==> src/asr_pkg.sv <==
// Shared constants for the secondary receive latch and clock source block
package asr_pkg;
  // ----------------------------------------------------------------
  // Register indexes (byte address is four times the index)
  // ----------------------------------------------------------------
  localparam logic [7:0] IDX_SEC_RX_CFG   = 8'h26;
  localparam logic [7:0] IDX_RX_STATUS    = 8'h27;
  localparam logic [7:0] IDX_CLK_SRC      = 8'h32;
  localparam logic [7:0] IDX_SEC_BCLK_SRC = 8'h33;
  localparam int         ADR_W            = 10;
  // ----------------------------------------------------------------
  // Reset values
  // ----------------------------------------------------------------
  localparam logic [7:0] RST_SEC_RX_CFG   = 8'h00;
  localparam logic [7:0] RST_CLK_SRC      = 8'h00;
  localparam logic [7:0] RST_SEC_BCLK_SRC = 8'h00;
  // ----------------------------------------------------------------
  // Field positions
  // ----------------------------------------------------------------
  localparam int RX_EDGE_BIT      = 7;
  localparam int RX_INT_FRAME_BIT = 6;
  localparam int RX_INT_BCLK_BIT  = 5;
  localparam int RX_OFS_MSB       = 4;
  localparam int RX_OFS_LSB       = 0;
  localparam int PREDIV_MSB       = 7;
  localparam int PREDIV_LSB       = 6;
  localparam int PRIDIV_MSB       = 5;
  localparam int PRIDIV_LSB       = 3;
  localparam int SECDIV_MSB       = 6;
  localparam int SECDIV_LSB       = 4;
  localparam int ST_OVERRUN_BIT   = 0;
  localparam int ST_AVAIL_BIT     = 1;
  localparam int ST_BUSY_BIT      = 2;
  // ----------------------------------------------------------------
  // Source codes
  // ----------------------------------------------------------------
  localparam logic [1:0] PREDIV_PRI_BCLK = 2'h0;
  localparam logic [1:0] PREDIV_SEC_BCLK = 2'h1;
  localparam logic [1:0] PREDIV_CTRL_CLK = 2'h2;
  localparam logic [1:0] PREDIV_OSC      = 2'h3;
  localparam logic [2:0] PRIDIV_PLL      = 3'h0;
  localparam logic [2:0] PRIDIV_SEC_BCLK = 3'h2;
  localparam logic [2:0] PRIDIV_CTRL_CLK = 3'h3;
  localparam logic [2:0] PRIDIV_OSC      = 3'h4;
  localparam logic [2:0] PRIDIV_DSP      = 3'h5;
  // ----------------------------------------------------------------
  // Receive framing
  // ----------------------------------------------------------------
  localparam int         WORD_BITS  = 32;
  localparam logic [4:0] LAST_BIT   = 5'h1F;
  localparam int         FIFO_DEPTH = 16;
  typedef enum logic [1:0] {RX_IDLE, RX_SKIP, RX_SHIFT} asr_rx_e;
endpackage : asr_pkg

==> src/asr_rx_latch_and_clock_mux.sv <==
// FIFO and top of the secondary receive latch and clock source block
//
// Local design decision: the Wishbone slave port.
`timescale 1ns/10ps
`default_nettype none
// What this block does
// Latch edge bit inverts default polarity edge
// Controller mode: frame select picks internal sync
// Controller mode: clock select picks internal bitclock
// Slot 0 MSB delayed by offset bitclocks
// Offset on both pins, left and right
// Two-bit field picks PLL pre-divider source
// Three-bit field picks primary divider source
// Reserved low clock bits read zero
// Host changes sources only while idle; the block does not check this and takes a source write at any time

module asr_fifo #(
  parameter int WIDTH = 64,
  parameter int DEPTH = 16
) (
  // Clock and reset
  input  wire logic             clock,
  input  wire logic             nrst,
  // Fill side
  input  wire logic             inValid,
  output logic                  inReady,
  input  wire logic [WIDTH-1:0] inData,
  // Drain side
  output logic                  outValid,
  input  wire logic             outReady,
  output logic [WIDTH-1:0]      outData
);
  localparam int PW = $clog2(DEPTH);
  logic [WIDTH-1:0] mem [DEPTH];
  logic [PW-1:0]    wp_q, wp_d, rp_q, rp_d;
  logic [PW:0]      cnt_q, cnt_d;
  logic             oValid_q, oValid_d;
  logic [WIDTH-1:0] oData_q, oData_d;
  logic             push, pop;

  assign inReady  = (cnt_q != DEPTH[PW:0]);
  assign outValid = oValid_q;
  assign outData  = oData_q;

  always_comb begin
    push     = inValid && inReady;
    pop      = (cnt_q != '0) && (!oValid_q || outReady);
    wp_d     = push ? wp_q + 1'b1 : wp_q;
    rp_d     = pop ? rp_q + 1'b1 : rp_q;
    cnt_d    = cnt_q + {{PW{1'b0}}, push} - {{PW{1'b0}}, pop};
    oData_d  = pop ? mem[rp_q] : oData_q;
    oValid_d = pop ? 1'b1 : (outReady ? 1'b0 : oValid_q);
  end

  always_ff @(posedge clock or negedge nrst) begin
    if (!nrst) begin
      wp_q     <= '0;
      rp_q     <= '0;
      cnt_q    <= '0;
      oValid_q <= 1'b0;
      oData_q  <= '0;
    end else begin
      wp_q     <= wp_d;
      rp_q     <= rp_d;
      cnt_q    <= cnt_d;
      oValid_q <= oValid_d;
      oData_q  <= oData_d;
    end
  end

  // Storage has no reset; only words behind the pointers are ever read
  always_ff @(posedge clock) begin
    if (push) begin
      mem[wp_q] <= inData;
    end
  end
endmodule : asr_fifo

module asr_rx_latch_and_clock_mux (
  // Clock and reset
  input  wire logic                    clock,
  input  wire logic                    nrst,
  // Wishbone slave
  input  wire logic                    wbCyc,
  input  wire logic                    wbStb,
  input  wire logic                    wbWe,
  input  wire logic [asr_pkg::ADR_W-1:0] wbAdr,
  input  wire logic [3:0]              wbSel,
  input  wire logic [31:0]             wbDatW,
  output logic      [31:0]             wbDatR,
  output logic                         wbAck,
  // Serial pins
  input  wire logic                    extBitclk,
  input  wire logic                    extFrame,
  input  wire logic                    priDataPin,
  input  wire logic                    secDataPin,
  // Internal dividers and port setup
  input  wire logic                    intBitclk,
  input  wire logic                    intFrame,
  input  wire logic                    controllerMode,
  input  wire logic                    bitclkPolarity,
  input  wire logic                    fmtTdm,
  // Clock source selects
  output logic      [1:0]              pllPredivSource,
  output logic      [2:0]              priBitclkDividerSource,
  output logic      [2:0]              secBitclkDividerSource,
  // Received words: secondary pin high half, primary pin low half
  output logic                         rxValid,
  input  wire logic                    rxReady,
  output logic      [63:0]             rxData
);
  import asr_pkg::*;

  // ----------------------------------------------------------------
  // Registers and bus slave
  // ----------------------------------------------------------------
  logic [7:0]  rxCfg_q, rxCfg_d, clkSrc_q, clkSrc_d, secSrc_q, secSrc_d;
  logic        ack_q, ack_d, overrun_q, overrun_d;
  logic [31:0] datR_q, datR_d;
  logic [7:0]  idx;
  logic        req, wrLane0, overrunSet;
  asr_rx_e     state_q;

  assign idx     = wbAdr[ADR_W-1:2];
  assign req     = wbCyc && wbStb && !ack_q;
  assign wrLane0 = req && wbWe && wbSel[0];

  always_comb begin
    rxCfg_d   = rxCfg_q;
    clkSrc_d  = clkSrc_q;
    secSrc_d  = secSrc_q;
    ack_d     = req;
    datR_d    = 32'h0000_0000;
    overrun_d = overrun_q;
    if (wrLane0 && idx == IDX_SEC_RX_CFG) begin
      rxCfg_d = wbDatW[7:0];
    end
    if (wrLane0 && idx == IDX_CLK_SRC) begin
      clkSrc_d = {wbDatW[7:3], 3'h0};
    end
    if (wrLane0 && idx == IDX_SEC_BCLK_SRC) begin
      secSrc_d = {1'b0, wbDatW[6:4], 4'h0};
    end
    if (wrLane0 && idx == IDX_RX_STATUS && wbDatW[ST_OVERRUN_BIT]) begin
      overrun_d = 1'b0;
    end
    // Set beats a clear in the same cycle
    if (overrunSet) begin
      overrun_d = 1'b1;
    end
    if (req && !wbWe) begin
      case (idx)
        IDX_SEC_RX_CFG:   datR_d = {24'h00_0000, rxCfg_q};
        IDX_CLK_SRC:      datR_d = {24'h00_0000, clkSrc_q};
        IDX_SEC_BCLK_SRC: datR_d = {24'h00_0000, secSrc_q};
        IDX_RX_STATUS:    datR_d = {29'h0000_0000, state_q != RX_IDLE, rxValid, overrun_q};
        default:          datR_d = 32'h0000_0000;
      endcase
    end
  end

  always_ff @(posedge clock or negedge nrst) begin
    if (!nrst) begin
      rxCfg_q   <= RST_SEC_RX_CFG;
      clkSrc_q  <= RST_CLK_SRC;
      secSrc_q  <= RST_SEC_BCLK_SRC;
      ack_q     <= 1'b0;
      datR_q    <= 32'h0000_0000;
      overrun_q <= 1'b0;
    end else begin
      rxCfg_q   <= rxCfg_d;
      clkSrc_q  <= clkSrc_d;
      secSrc_q  <= secSrc_d;
      ack_q     <= ack_d;
      datR_q    <= datR_d;
      overrun_q <= overrun_d;
    end
  end

  assign wbAck                  = ack_q;
  assign wbDatR                 = datR_q;
  assign pllPredivSource        = clkSrc_q[PREDIV_MSB:PREDIV_LSB];
  assign priBitclkDividerSource = clkSrc_q[PRIDIV_MSB:PRIDIV_LSB];
  assign secBitclkDividerSource = secSrc_q[SECDIV_MSB:SECDIV_LSB];

  // ----------------------------------------------------------------
  // Pin synchronisers and clock selection
  // ----------------------------------------------------------------
  logic [3:0] pinS1_q, pinS2_q;
  logic       bPrev_q, bPrev_d, fPrev_q, fPrev_d;
  logic       selB, selF, latchOnRise, latchEv, frameStart;
  logic [4:0] offset;

  always_ff @(posedge clock or negedge nrst) begin
    if (!nrst) begin
      pinS1_q <= 4'h0;
      pinS2_q <= 4'h0;
    end else begin
      pinS1_q <= {secDataPin, priDataPin, extFrame, extBitclk};
      pinS2_q <= pinS1_q;
    end
  end

  assign offset = rxCfg_q[RX_OFS_MSB:RX_OFS_LSB];

  always_comb begin
    selB = (controllerMode && rxCfg_q[RX_INT_BCLK_BIT]) ? intBitclk : pinS2_q[0];
    selF = (controllerMode && rxCfg_q[RX_INT_FRAME_BIT]) ? intFrame : pinS2_q[1];
    // Edge bit moves latching half a bitclock later
    latchOnRise = !(bitclkPolarity ^ rxCfg_q[RX_EDGE_BIT]);
    latchEv     = latchOnRise ? (selB && !bPrev_q) : (!selB && bPrev_q);
    // I2S and LJ restart on both frame edges, TDM on the rising one
    frameStart  = latchEv && (fmtTdm ? (selF && !fPrev_q) : (selF != fPrev_q));
    bPrev_d     = selB;
    fPrev_d     = latchEv ? selF : fPrev_q;
  end

  always_ff @(posedge clock or negedge nrst) begin
    if (!nrst) begin
      bPrev_q <= 1'b0;
      fPrev_q <= 1'b0;
    end else begin
      bPrev_q <= bPrev_d;
      fPrev_q <= fPrev_d;
    end
  end

  // ----------------------------------------------------------------
  // Slot 0 capture
  // ----------------------------------------------------------------
  asr_rx_e     state_d;
  logic [4:0]  skip_q, skip_d, bitCnt_q, bitCnt_d;
  logic [31:0] shPri_q, shPri_d, shSec_q, shSec_d;
  logic        push_q, push_d, fifoReady;
  logic [63:0] word_q, word_d;
  logic        capture;

  always_comb begin
    state_d  = state_q;
    skip_d   = skip_q;
    bitCnt_d = bitCnt_q;
    capture  = 1'b0;
    push_d   = 1'b0;
    word_d   = word_q;
    if (frameStart) begin
      bitCnt_d = 5'h00;
      if (offset == 5'h00) begin
        capture = 1'b1;
        state_d = RX_SHIFT;
        bitCnt_d = 5'h01;
      end else begin
        state_d = RX_SKIP;
        skip_d  = offset - 5'h01;
      end
    end else if (latchEv) begin
      case (state_q)
        RX_SKIP: begin
          if (skip_q == 5'h00) begin
            capture  = 1'b1;
            state_d  = RX_SHIFT;
            bitCnt_d = 5'h01;
          end else begin
            skip_d = skip_q - 5'h01;
          end
        end
        RX_SHIFT: begin
          capture  = 1'b1;
          bitCnt_d = bitCnt_q + 5'h01;
          if (bitCnt_q == LAST_BIT) begin
            state_d = RX_IDLE;
            push_d  = 1'b1;
          end
        end
        default: state_d = RX_IDLE;
      endcase
    end
    shPri_d = capture ? {shPri_q[30:0], pinS2_q[2]} : shPri_q;
    shSec_d = capture ? {shSec_q[30:0], pinS2_q[3]} : shSec_q;
    if (push_d) begin
      word_d = {shSec_d, shPri_d};
    end
  end

  // A full FIFO drops the word and flags it; the link cannot be paused
  assign overrunSet = push_q && !fifoReady;

  always_ff @(posedge clock or negedge nrst) begin
    if (!nrst) begin
      state_q  <= RX_IDLE;
      skip_q   <= 5'h00;
      bitCnt_q <= 5'h00;
      shPri_q  <= 32'h0000_0000;
      shSec_q  <= 32'h0000_0000;
      push_q   <= 1'b0;
      word_q   <= 64'h0000_0000_0000_0000;
    end else begin
      state_q  <= state_d;
      skip_q   <= skip_d;
      bitCnt_q <= bitCnt_d;
      shPri_q  <= shPri_d;
      shSec_q  <= shSec_d;
      push_q   <= push_d;
      word_q   <= word_d;
    end
  end

  asr_fifo #(.WIDTH(64), .DEPTH(FIFO_DEPTH)) uFifo (
    .clock    (clock),
    .nrst     (nrst),
    .inValid  (push_q),
    .inReady  (fifoReady),
    .inData   (word_q),
    .outValid (rxValid),
    .outReady (rxReady),
    .outData  (rxData)
  );
endmodule : asr_rx_latch_and_clock_mux
`default_nettype wire

==> config.mk <==
export PLATFORM = sky130hd
export DESIGN_NAME = asr_rx_latch_and_clock_mux
export DESIGN_NICKNAME = d
export VERILOG_FILES = /design/src/asr_pkg.sv /design/src/asr_rx_latch_and_clock_mux.sv
export SDC_FILE = /design/constraint.sdc
export NUM_CORES = 1
export LEC_CHECK = 0
export ABC_AREA = 1
export BUFFER_PORTS_ARGS = -buffer_cell sky130_fd_sc_hd__buf_2
export CAP_MARGIN = 25
export CORE_ASPECT_RATIO = 1.5
export CORE_UTILIZATION = 55
export CTS_CLUSTER_SIZE = 16
export DETAILED_ROUTE_END_ITERATION = 12
export GPL_TIMING_DRIVEN = 1
export PLACE_DENSITY_LB_ADDON = 0.25
export SETUP_SLACK_MARGIN = 0.15
export SLEW_MARGIN = 20
export SYNTH_ARGS = -nofsm -noshare
export SYNTH_HDL_FRONTEND = slang
export SYNTH_SLANG_ARGS = --single-unit
==> constraint.sdc <==
create_clock -name clock -period 4.8 [get_ports clock]
set_clock_uncertainty 0.05 [all_clocks]
set_input_delay 0.24 -clock clock [delete_from_list [all_inputs] [get_ports clock]]
set_output_delay 0.24 -clock clock [all_outputs]
set_load 0.05 [all_outputs]
==> results of run 1 <==
cell usage after synthesis (2+ instances only):
library cell  instances  area share, %
a21oi_1               8          0.080
a31oi_1              67           0.83
and2_1               64           0.80
buf_1                 6          0.045
buf_12                6           0.24
buf_2                59           0.59
buf_4                34           0.51
clkbuf_1            171            1.3
dfrtp_1             255             13
edfxtp_1           1024             61
ha_1                 18           0.45
inv_1               125           0.93
inv_2                 5          0.037
mux2_2                2          0.045
nand2_1             304            2.3
nand2_2              62           0.77
nand2_4               3          0.067
nand3_1             173            1.7
nand4_1              15           0.19
nor2_1              678            5.1
nor3_1                2          0.020
o21ai_0             551            5.5
o21ai_1              25           0.25
o21ai_2               2          0.035
o221ai_1            184            3.2
o22ai_1              73           0.91
o31ai_1               2          0.030
xor2_1               10           0.17
cells by family (layout without fill, tap and decap cells):
kind of cell / Yosys count / in the layout / share of synthesized area, %
AOI/OAI and AO/OA: 913 / 913 / 10.8
xor gates and xnor gates: 11 / 11 / 0.191
adders and majority gates: 19 / 19 / 0.487
buffers and inverters: 407 / 542 / 3.63
DFF: 1279 / 1279 / 73.8
muxes: 2 / 2 / 0.0447
other: 1 / 24 / 0.00745
and+or+nand+nor: 1308 / 1308 / 11.0
layer usage:
metal / wire (um) / share of wire, % / vias up / GRT usage (%)
met2: 59500 / 51 / 1253 / 44.3
met3: 8180 / 7.0 / 231 / 3.77
met5: 0 / 0 / - / 0
met4: 3510 / 3.0 / 0 / 9.32
met1: 46400 / 39 / 15800 / 32.4
li1: - / - / 14400 / -
power breakdown:
group | total [mW] | switching, mW | internal (mW)
logic | 7.87 | 5.77 | 2.10
registers | 12.8 | 0.550 | 12.3
clock network | 9.44 | 3.92 | 5.51
critical path, cell delays in order (launching register included):
cell and delay (ns):
dfrtp_1 0.48, nand3_1 0.13, dlygate4sd3_1 0.57, nand2_2 0.09, nand2_4 0.12, nand2_2 0.10, inv_2 0.12, nand3_2 0.17
nand2_4 0.69, nand2_1 0.14, nand3_1 0.18, nand2_1 0.08
sequential cells by signal (all words and copies together), names as in the netlist, 2 cells and up:
register       count
shPri_q           32
uFifo.mem       1024
word_q            64
uFifo.outData     64
skip_q             5
uFifo.rp_q         4
rxCfg_q            8
bitCnt_q           5
uFifo.cnt_q        5
wbDatR             8
pinS1_q            4
pinS2_q            4
state_q            2
secSrc_q           3
clkSrc_q           5
uFifo.wp_q         4
shSec_q           32
final timing paths:
check	from	to	slack (ns)	depth (start not counted)
min in group clock	wbAdr[5]	wbDatR[2]$_DFF_PN0_	0.10	8
hold reg to reg	pinS1_q[2]$_DFF_PN0_	pinS2_q[2]$_DFF_PN0_	0.30	0
hold / removal	nrst	pinS1_q[3]$_DFF_PN0_	0.07	2
setup / recovery	rxCfg_q[5]$_DFFE_PN0P_	word_q[26]$_DFFE_PN0P_	1.74	11
max in group asynchronous	nrst	word_q[13]$_DFFE_PN0P_	3.48	3
setup reg to reg	rxCfg_q[5]$_DFFE_PN0P_	word_q[26]$_DFFE_PN0P_	1.74	11
cell usage in the layout (no fill, tap or decap), types with 2 or more instances in the layout:
master / instances
o21ai_1: 25
xor2_1: 10
ha_1: 18
nand2_1: 304
buf_12: 27
nand2_2: 62
clkinvlp_4: 4
o22ai_1: 73
clkbuf_16: 112
a31oi_1: 67
edfxtp_1: 1024
clkinv_1: 9
inv_2: 3
dfrtp_4: 3
a21oi_1: 8
nand2_4: 3
bufinv_16: 16
o221ai_1: 184
mux2_2: 2
nor2_4: 17
nor2_1: 661
o21ai_0: 551
o31ai_1: 2
clkbuf_8: 24
buf_4: 25
o21ai_2: 2
inv_6: 7
nand4_1: 15
nand3_1: 173
clkbuf_1: 17
inv_1: 122
conb_1: 24
nor3_1: 2
and2_1: 64
clkinv_2: 22
dlygate4sd3_1: 37
dfrtp_1: 251
buf_2: 112
final cells by class:
type,count,share of cell area [%]
Sequential cell,1279,66.0
Multi-Input combinational cell,2277,20.6
Clock buffer,153,5.68
Timing Repair Buffer,202,2.97
Tap cell,1164,2.59
Clock inverter,56,1.26
Inverter,131,0.918
==> key figures, run 1 <==
Pwr
  – Leak: 17.9 nW
  – Pwr Total: 30.1 mW
  – Pwr Density: 535 nW/um^2
  – Peak supply drop: 561 uV

Setup path
  – CP Capture Type: flip-flop
  – Arr. time, crit path: 3.59 ns
  – Crit-path max FO: 64
  – CP Launch Type: flip-flop
  – Critical Setup Path Class: flip-flop to flip-flop
  – Critical path required time: 5.32 ns

Placement
  – Place WS: 1.73 ns
  – Number of I/O port buffers: 113
  – GPL Wtd Cong: 0.757
  – Placed cell areas: 52000 sq um
  – HPWL Detailed: 54800 um
  – Placed instance count: 5016

Clock tree
  – TritonCTS clock tree: done
  – Worst-path clk slew: 0.07 ns
  – CTS root buffer: clkbuf_16
  – CTS Hold Buffers Added: 37
  – Clk sink count: 1279
  – Max clock buf depth: 3
  – Worst-Skew Late Latency: 0.71 ns
  – Post-CTS setup buffer count: 0
  – CTS HTree Levels: 3
  – CTS buffer count: 111
  – Post-cts sizing count: 0

Global routing
  – Initial antenna violation count: 0
  – First-pass GRT wire length: 179000 um
  – Grt ovf: 0
  – Global Route Usage Sum: 25.4%
  – Largest net degree at the start of global routing: 197
  – Vias in the first global route: 31000

Layout
  – N_diodes: 0
  – Share of cells above drive strength 1: 11.1%
  – Layout area overhead: 11.8%
  – Post-route cell area: 56300 sq um
  – Final Util: 62.2%
  – Post-Layout Cell Count: 5262
  – Footprint of the multi-input gates: 11600 sq um
  – Layout filler cell count: 6685
  – Sequential Area: 37100 sq um
  – Final layout net count: 4082

Timing
  – Final hold vios: 0
  – Relative slew margins: 27.0%
  – Final Max Tran Viols: 0
  – Crit share post-route: 63.8%
  – Final WS setup: 1.74 ns
  – F_max: 326 MHz
  – Worst-Margin Slew: 1.09 ns
  – Minimum clock period: 3.06 ns
  – Post-Route Setup TNS: 0 ns
  – Final setup viols: 0
  – RSZ-0062 raised after global routing: no
  – Hold_ws: 0.0671 ns

Die
  – Die area: 92800 sq um
  – Core footprint: 90500 sq um
  – Site row count: 135
  – Floorplan die width: 249 um
  – I/O Pins: 167
  – Initial Util: 55.6%
  – Die height: 373 um

Yosys
  – Ys Warns: 0
  – Cell variety after synth: 40
  – Sequential element share of the synthesized area: 73.8%
  – Syn Area/Cell: 12.8 sq um
  – Top_reg_cell synth: edfxtp_1
  – Post-synth EDFFs: 1024
  – Fraction of registers with async set/reset: 19.9%
  – Syn Inst Count: 3940
  – Cell area after synthesis: 50300 sq um
  – FF+latch count, synth: 1279

Detailed routing
  – Via Count: 31600
  – Pre-antenna DRT Iters: 8
  – Post-route ant nets: 0
  – Vias per cell: 6.01
  – Initial drt markers: 2892
  – Drt wl/cell: 22.3 um
  – Final wirelength: 118000 um
  – DRC Markers: 0

Status
  – Status: finished, final reports clean

Run
  – Max Cap Viol: 0

Worst hold path
  – Worst Hold Class: primary input to async pin
No activity file was read; power rests on OpenSTA's default activity.
==> run 2: changes to the inputs <==
--- a/config.mk
+++ b/config.mk
@@ -5,7 +5,7 @@
 export SDC_FILE = /design/constraint.sdc
 export NUM_CORES = 1
 export LEC_CHECK = 0
-export ABC_AREA = 1
+export ABC_AREA = 0
 export BUFFER_PORTS_ARGS = -buffer_cell sky130_fd_sc_hd__buf_2
 export CAP_MARGIN = 25
 export CORE_ASPECT_RATIO = 1.5
==> constraint.sdc (replaced) <==
create_clock -name clock -period 3.2 [get_ports clock]
set_clock_uncertainty 0.05 [all_clocks]
set_input_delay 0.16 -clock clock [delete_from_list [all_inputs] [get_ports clock]]
set_output_delay 0.16 -clock clock [all_outputs]
set_load 0.05 [all_outputs]
==> run 2 against run 1 <==
Effect of this change: synthesized area is 1.1% lower; register-to-register slack worse by 1.5 ns; combinational power is 27% higher; die area is 1.1% lower; the flow now finishes with violations (DRC); first-iteration DRC count fell by 36%; cell area is 0.52% higher; power increased by 45%; synthesized cell count is 38% lower; sequential cell count unchanged; maximum frequency up 1.8%; largest cell class unchanged; sequential share of layout area decreased by 0.35 points; clock-buffer cell count up 9.
==> key figures, run 2 <==
Setup path
  – CP Launch Type: flip-flop
  – Crit-path max FO: 28 (-56%)
  – Critical path launch point: rxCfg_q[6]$_DFFE_PN0P_
  – Critical Setup Path Class: flip-flop to flip-flop
  – FF-to-FF setup slack: 0.19 ns (-1.54 ns)
  – Reg2Reg Capture Point: shPri_q[1]$_DFF_PN0_
  – CP Capture Type: flip-flop
  – Arr. time, crit path: 3.55 ns (-0.04 ns)
  – Reg-to-Reg Start: rxCfg_q[6]$_DFFE_PN0P_
  – Critical path required time: 3.74 ns (-1.58 ns)
  – Worst reg2reg path depth: 10 (-1)

Yosys
  – Syn Area/Cell: 20.4 sq um (+60%)
  – Sequential element share of the synthesized area: 74.6% (+0.85 points)
  – Post-synth top area share: 61.8% (+0.70 points)
  – Most common library cells after synthesis: edfxtp_1, mux4_2, dfrtp_1
  – Top_reg_cell synth: edfxtp_1
  – Synth top area cells: edfxtp_1, dfrtp_1, mux4_2
  – Post-synth EDFFs: 1024 (unchanged)
  – Cell variety after synth: 58 (+45%)
  – Most common cell in the netlist: edfxtp_1
  – Cell area after synthesis: 49800 sq um (-1.1%)
  – Ys Warns: 0 (unchanged)
  – FF+latch count, synth: 1279 (unchanged)
  – Fraction of registers with async set/reset: 19.9% (unchanged)
  – Syn Inst Count: 2440 (-38%)
  – Yosys top cell by area: edfxtp_1

Detailed routing
  – Vias per cell: 6.12 (+1.7%)
  – Initial drt markers: 1853 (-36%)
  – Final wirelength: 105000 um (-10%)
  – Post-route ant nets: 0 (unchanged)
  – Pre-antenna DRT Iters: 9 (+1)
  – Drt wl/cell: 26.9 um (+21%)
  – DRC Markers: 4 (+4)
  – Via Count: 23900 (-24%)

Timing
  – Hold_ws: 0.0534 ns (-0.0137 ns)
  – Crit share post-route: 94.0% (+30 points)
  – Post-Route Setup TNS: 0 ns (unchanged)
  – RSZ-0062 raised after global routing: yes
  – F_max: 332 MHz (+1.8%)
  – Relative slew margins: 30.2% (+3.2 points)
  – Worst-Margin Slew: 1.05 ns (-0.0478 ns)
  – Minimum clock period: 3.01 ns (-0.0551 ns)
  – Final Max Tran Viols: 0 (unchanged)
  – Final hold vios: 0 (unchanged)
  – Final setup viols: 0 (unchanged)

Status
  – Status: finished with violations
  – Failing checks: DRC

Die
  – Die height: 370 um (-0.57%)
  – Floorplan die width: 248 um (-0.56%)
  – Site row count: 134 (-0.74%)
  – Initial Util: 55.7% (+0.090 points)
  – Core footprint: 89400 sq um (-1.3%)
  – I/O Pins: 167 (unchanged)
  – Die area: 91700 sq um (-1.1%)

Placement
  – Number of I/O port buffers: 113 (unchanged)
  – GPL Wtd Cong: 0.783 (+3.5%)
  – HPWL Detailed: 56100 um (+2.5%)

Run
  – Max Cap Viol: 0 (unchanged)

Layout
  – Final layout net count: 2735 (-33%)
  – Commonest non-fill, non-tap cell in the layout: edfxtp_1
  – Max reg flops: 1024 (unchanged)
  – Layout filler cell count: 5986 (-10%)
  – Reg with most FFs: uFifo.mem
  – Commonest cells after routing, fill and taps aside: edfxtp_1, mux4_2, dfrtp_1
  – N_diodes: 0 (unchanged)
  – Share of cells above drive strength 1: 27.2% (+16 points)
  – Layout area overhead: 13.7%

Clock tree
  – Worst-Skew Late Latency: 0.71 ns (about the same)
  – Clk sink count: 1279 (unchanged)
  – Worst-path clk slew: 0.07 ns (about the same)
  – CTS HTree Levels: 3 (unchanged)
  – Max clock buf depth: 3 (unchanged)
  – CTS buffer count: 112 (+0.90%)
  – CTS root buffer: clkbuf_16
  – TritonCTS clock tree: done

Pwr
  – Pwr Density: 774 nW/um^2 (+45%)
  – Peak supply drop: 648 uV (+16%)
  – Leak: 18.5 nW (+3.4%)

Global routing
  – Grt ovf: 0 (unchanged)
  – Vias in the first global route: 25600 (-18%)
  – First-pass GRT wire length: 158000 um (-12%)
  – Largest net degree at the start of global routing: 69 (-65%)
  – Global Route Usage Sum: 23.6% (-1.8 points)
  – Initial antenna violation count: 0 (unchanged)

Worst hold path
  – Worst Hold Depth: 2
  – Hold Crit Start: extBitclk
  – Worst Hold Class: primary input to flip-flop
  – Hold Path End: pinS1_q[0]$_DFF_PN0_
==> run 2: metrics by stage <==
step / utilization (%) / setup WS (ns) / instances / power [mW] / cell area [sq um]
floorplan: - / -0.213 / 2463 / 27.8 / 49900
global placement: 58.7 / 0.182 / 3659 / 30.4 / 52500
detailed placement: 58.7 / 0.186 / 3659 / 30.7 / 52500
CTS: 63.2 / 0.163 / 3903 / 44.1 / 56500
global route: 63.3 / 0.0966 / 3910 / 45.4 / 56600
finish: 63.3 / 0.191 / 3910 / 43.8 / 56600
==> run 2: kinds of logic (layout without fill, tap and decap cells) <==
kind of cell,Yosys count,after routing,share of synthesized area (%)
other,1,24,0.00754
flip-flops,1279,1279,74.6
buffers and inverters,179,470,2.01
AO/OA/AOI/OAI,242,242,3.12
AND/OR/NAND/NOR,173,173,1.69
XOR/XNOR,12,12,0.211
adder cells (fa/ha/maj),19,19,0.493
multiplexers,535,535,17.9
==> run 2: layout make-up <==
| type | count | area (sq um) | area share [%] |
|---|---|---|---|
| well taps | 1156 | 1450 | 2.56 |
| clock inverters | 51 | 447 | 0.789 |
| multi-input cells | 1005 | 11900 | 21.0 |
| inverters | 24 | 90.1 | 0.159 |
| repair buffers | 233 | 2270 | 4.02 |
| clock buffers | 162 | 3290 | 5.81 |
| flip-flops and latches | 1279 | 37100 | 65.6 |
==> run 2: how the worst max path moves through the flow <==
stage,end
after CTS,shPri_q[1]$_DFF_PN0_
final,shPri_q[1]$_DFF_PN0_
after detailed placement,shPri_q[1]$_DFF_PN0_
after global placement,skip_q[4]$_DFFE_PN0P_
after floorplan,uFifo.mem[12][0]$_DFFE_PP_
after global routing,skip_q[4]$_DFFE_PN0P_
==> run 2: timing repair <==
action / in CTS / in global routing
gates resized for setup: 0 / 7
endpoints found under the setup margin: 0 / 122
buffers inserted: 0 / 7
endpoints found under the hold margin: 284 / 0
hold buffers: 31 / 0
==> run 2: power by group <==
group	total, mW	switching, mW	leakage, nW	internal (mW)
Combinational	10.0	5.76	5.75	4.28
Sequential	20.2	1.15	10.9	19.0
Clock	13.6	5.87	1.83	7.69
Total	43.8	12.8	18.5	31.0
==> run 2: critical path, cell delays in order (launching register included) <==
cell       delay [ns]
dfrtp_1          0.42
nand2_1          0.10
mux2_2           0.36
ha_1             0.28
or2_2            0.31
nand2_1          0.08
buf_4            0.18
o2bb2ai_4        0.16
and2_4           0.29
buf_16           0.25
mux2_2           0.37
==> run 2: metal layers <==
metal | part of all wire [%] | wire length [um] | GRT usage (%)
met1 | 40 | 42200 | 31.1
met3 | 5.0 | 5310 | 3.25
met5 | 0 | 0 | 0
met2 | 52 | 55200 | 41.1
met4 | 2.4 | 2480 | 6.69
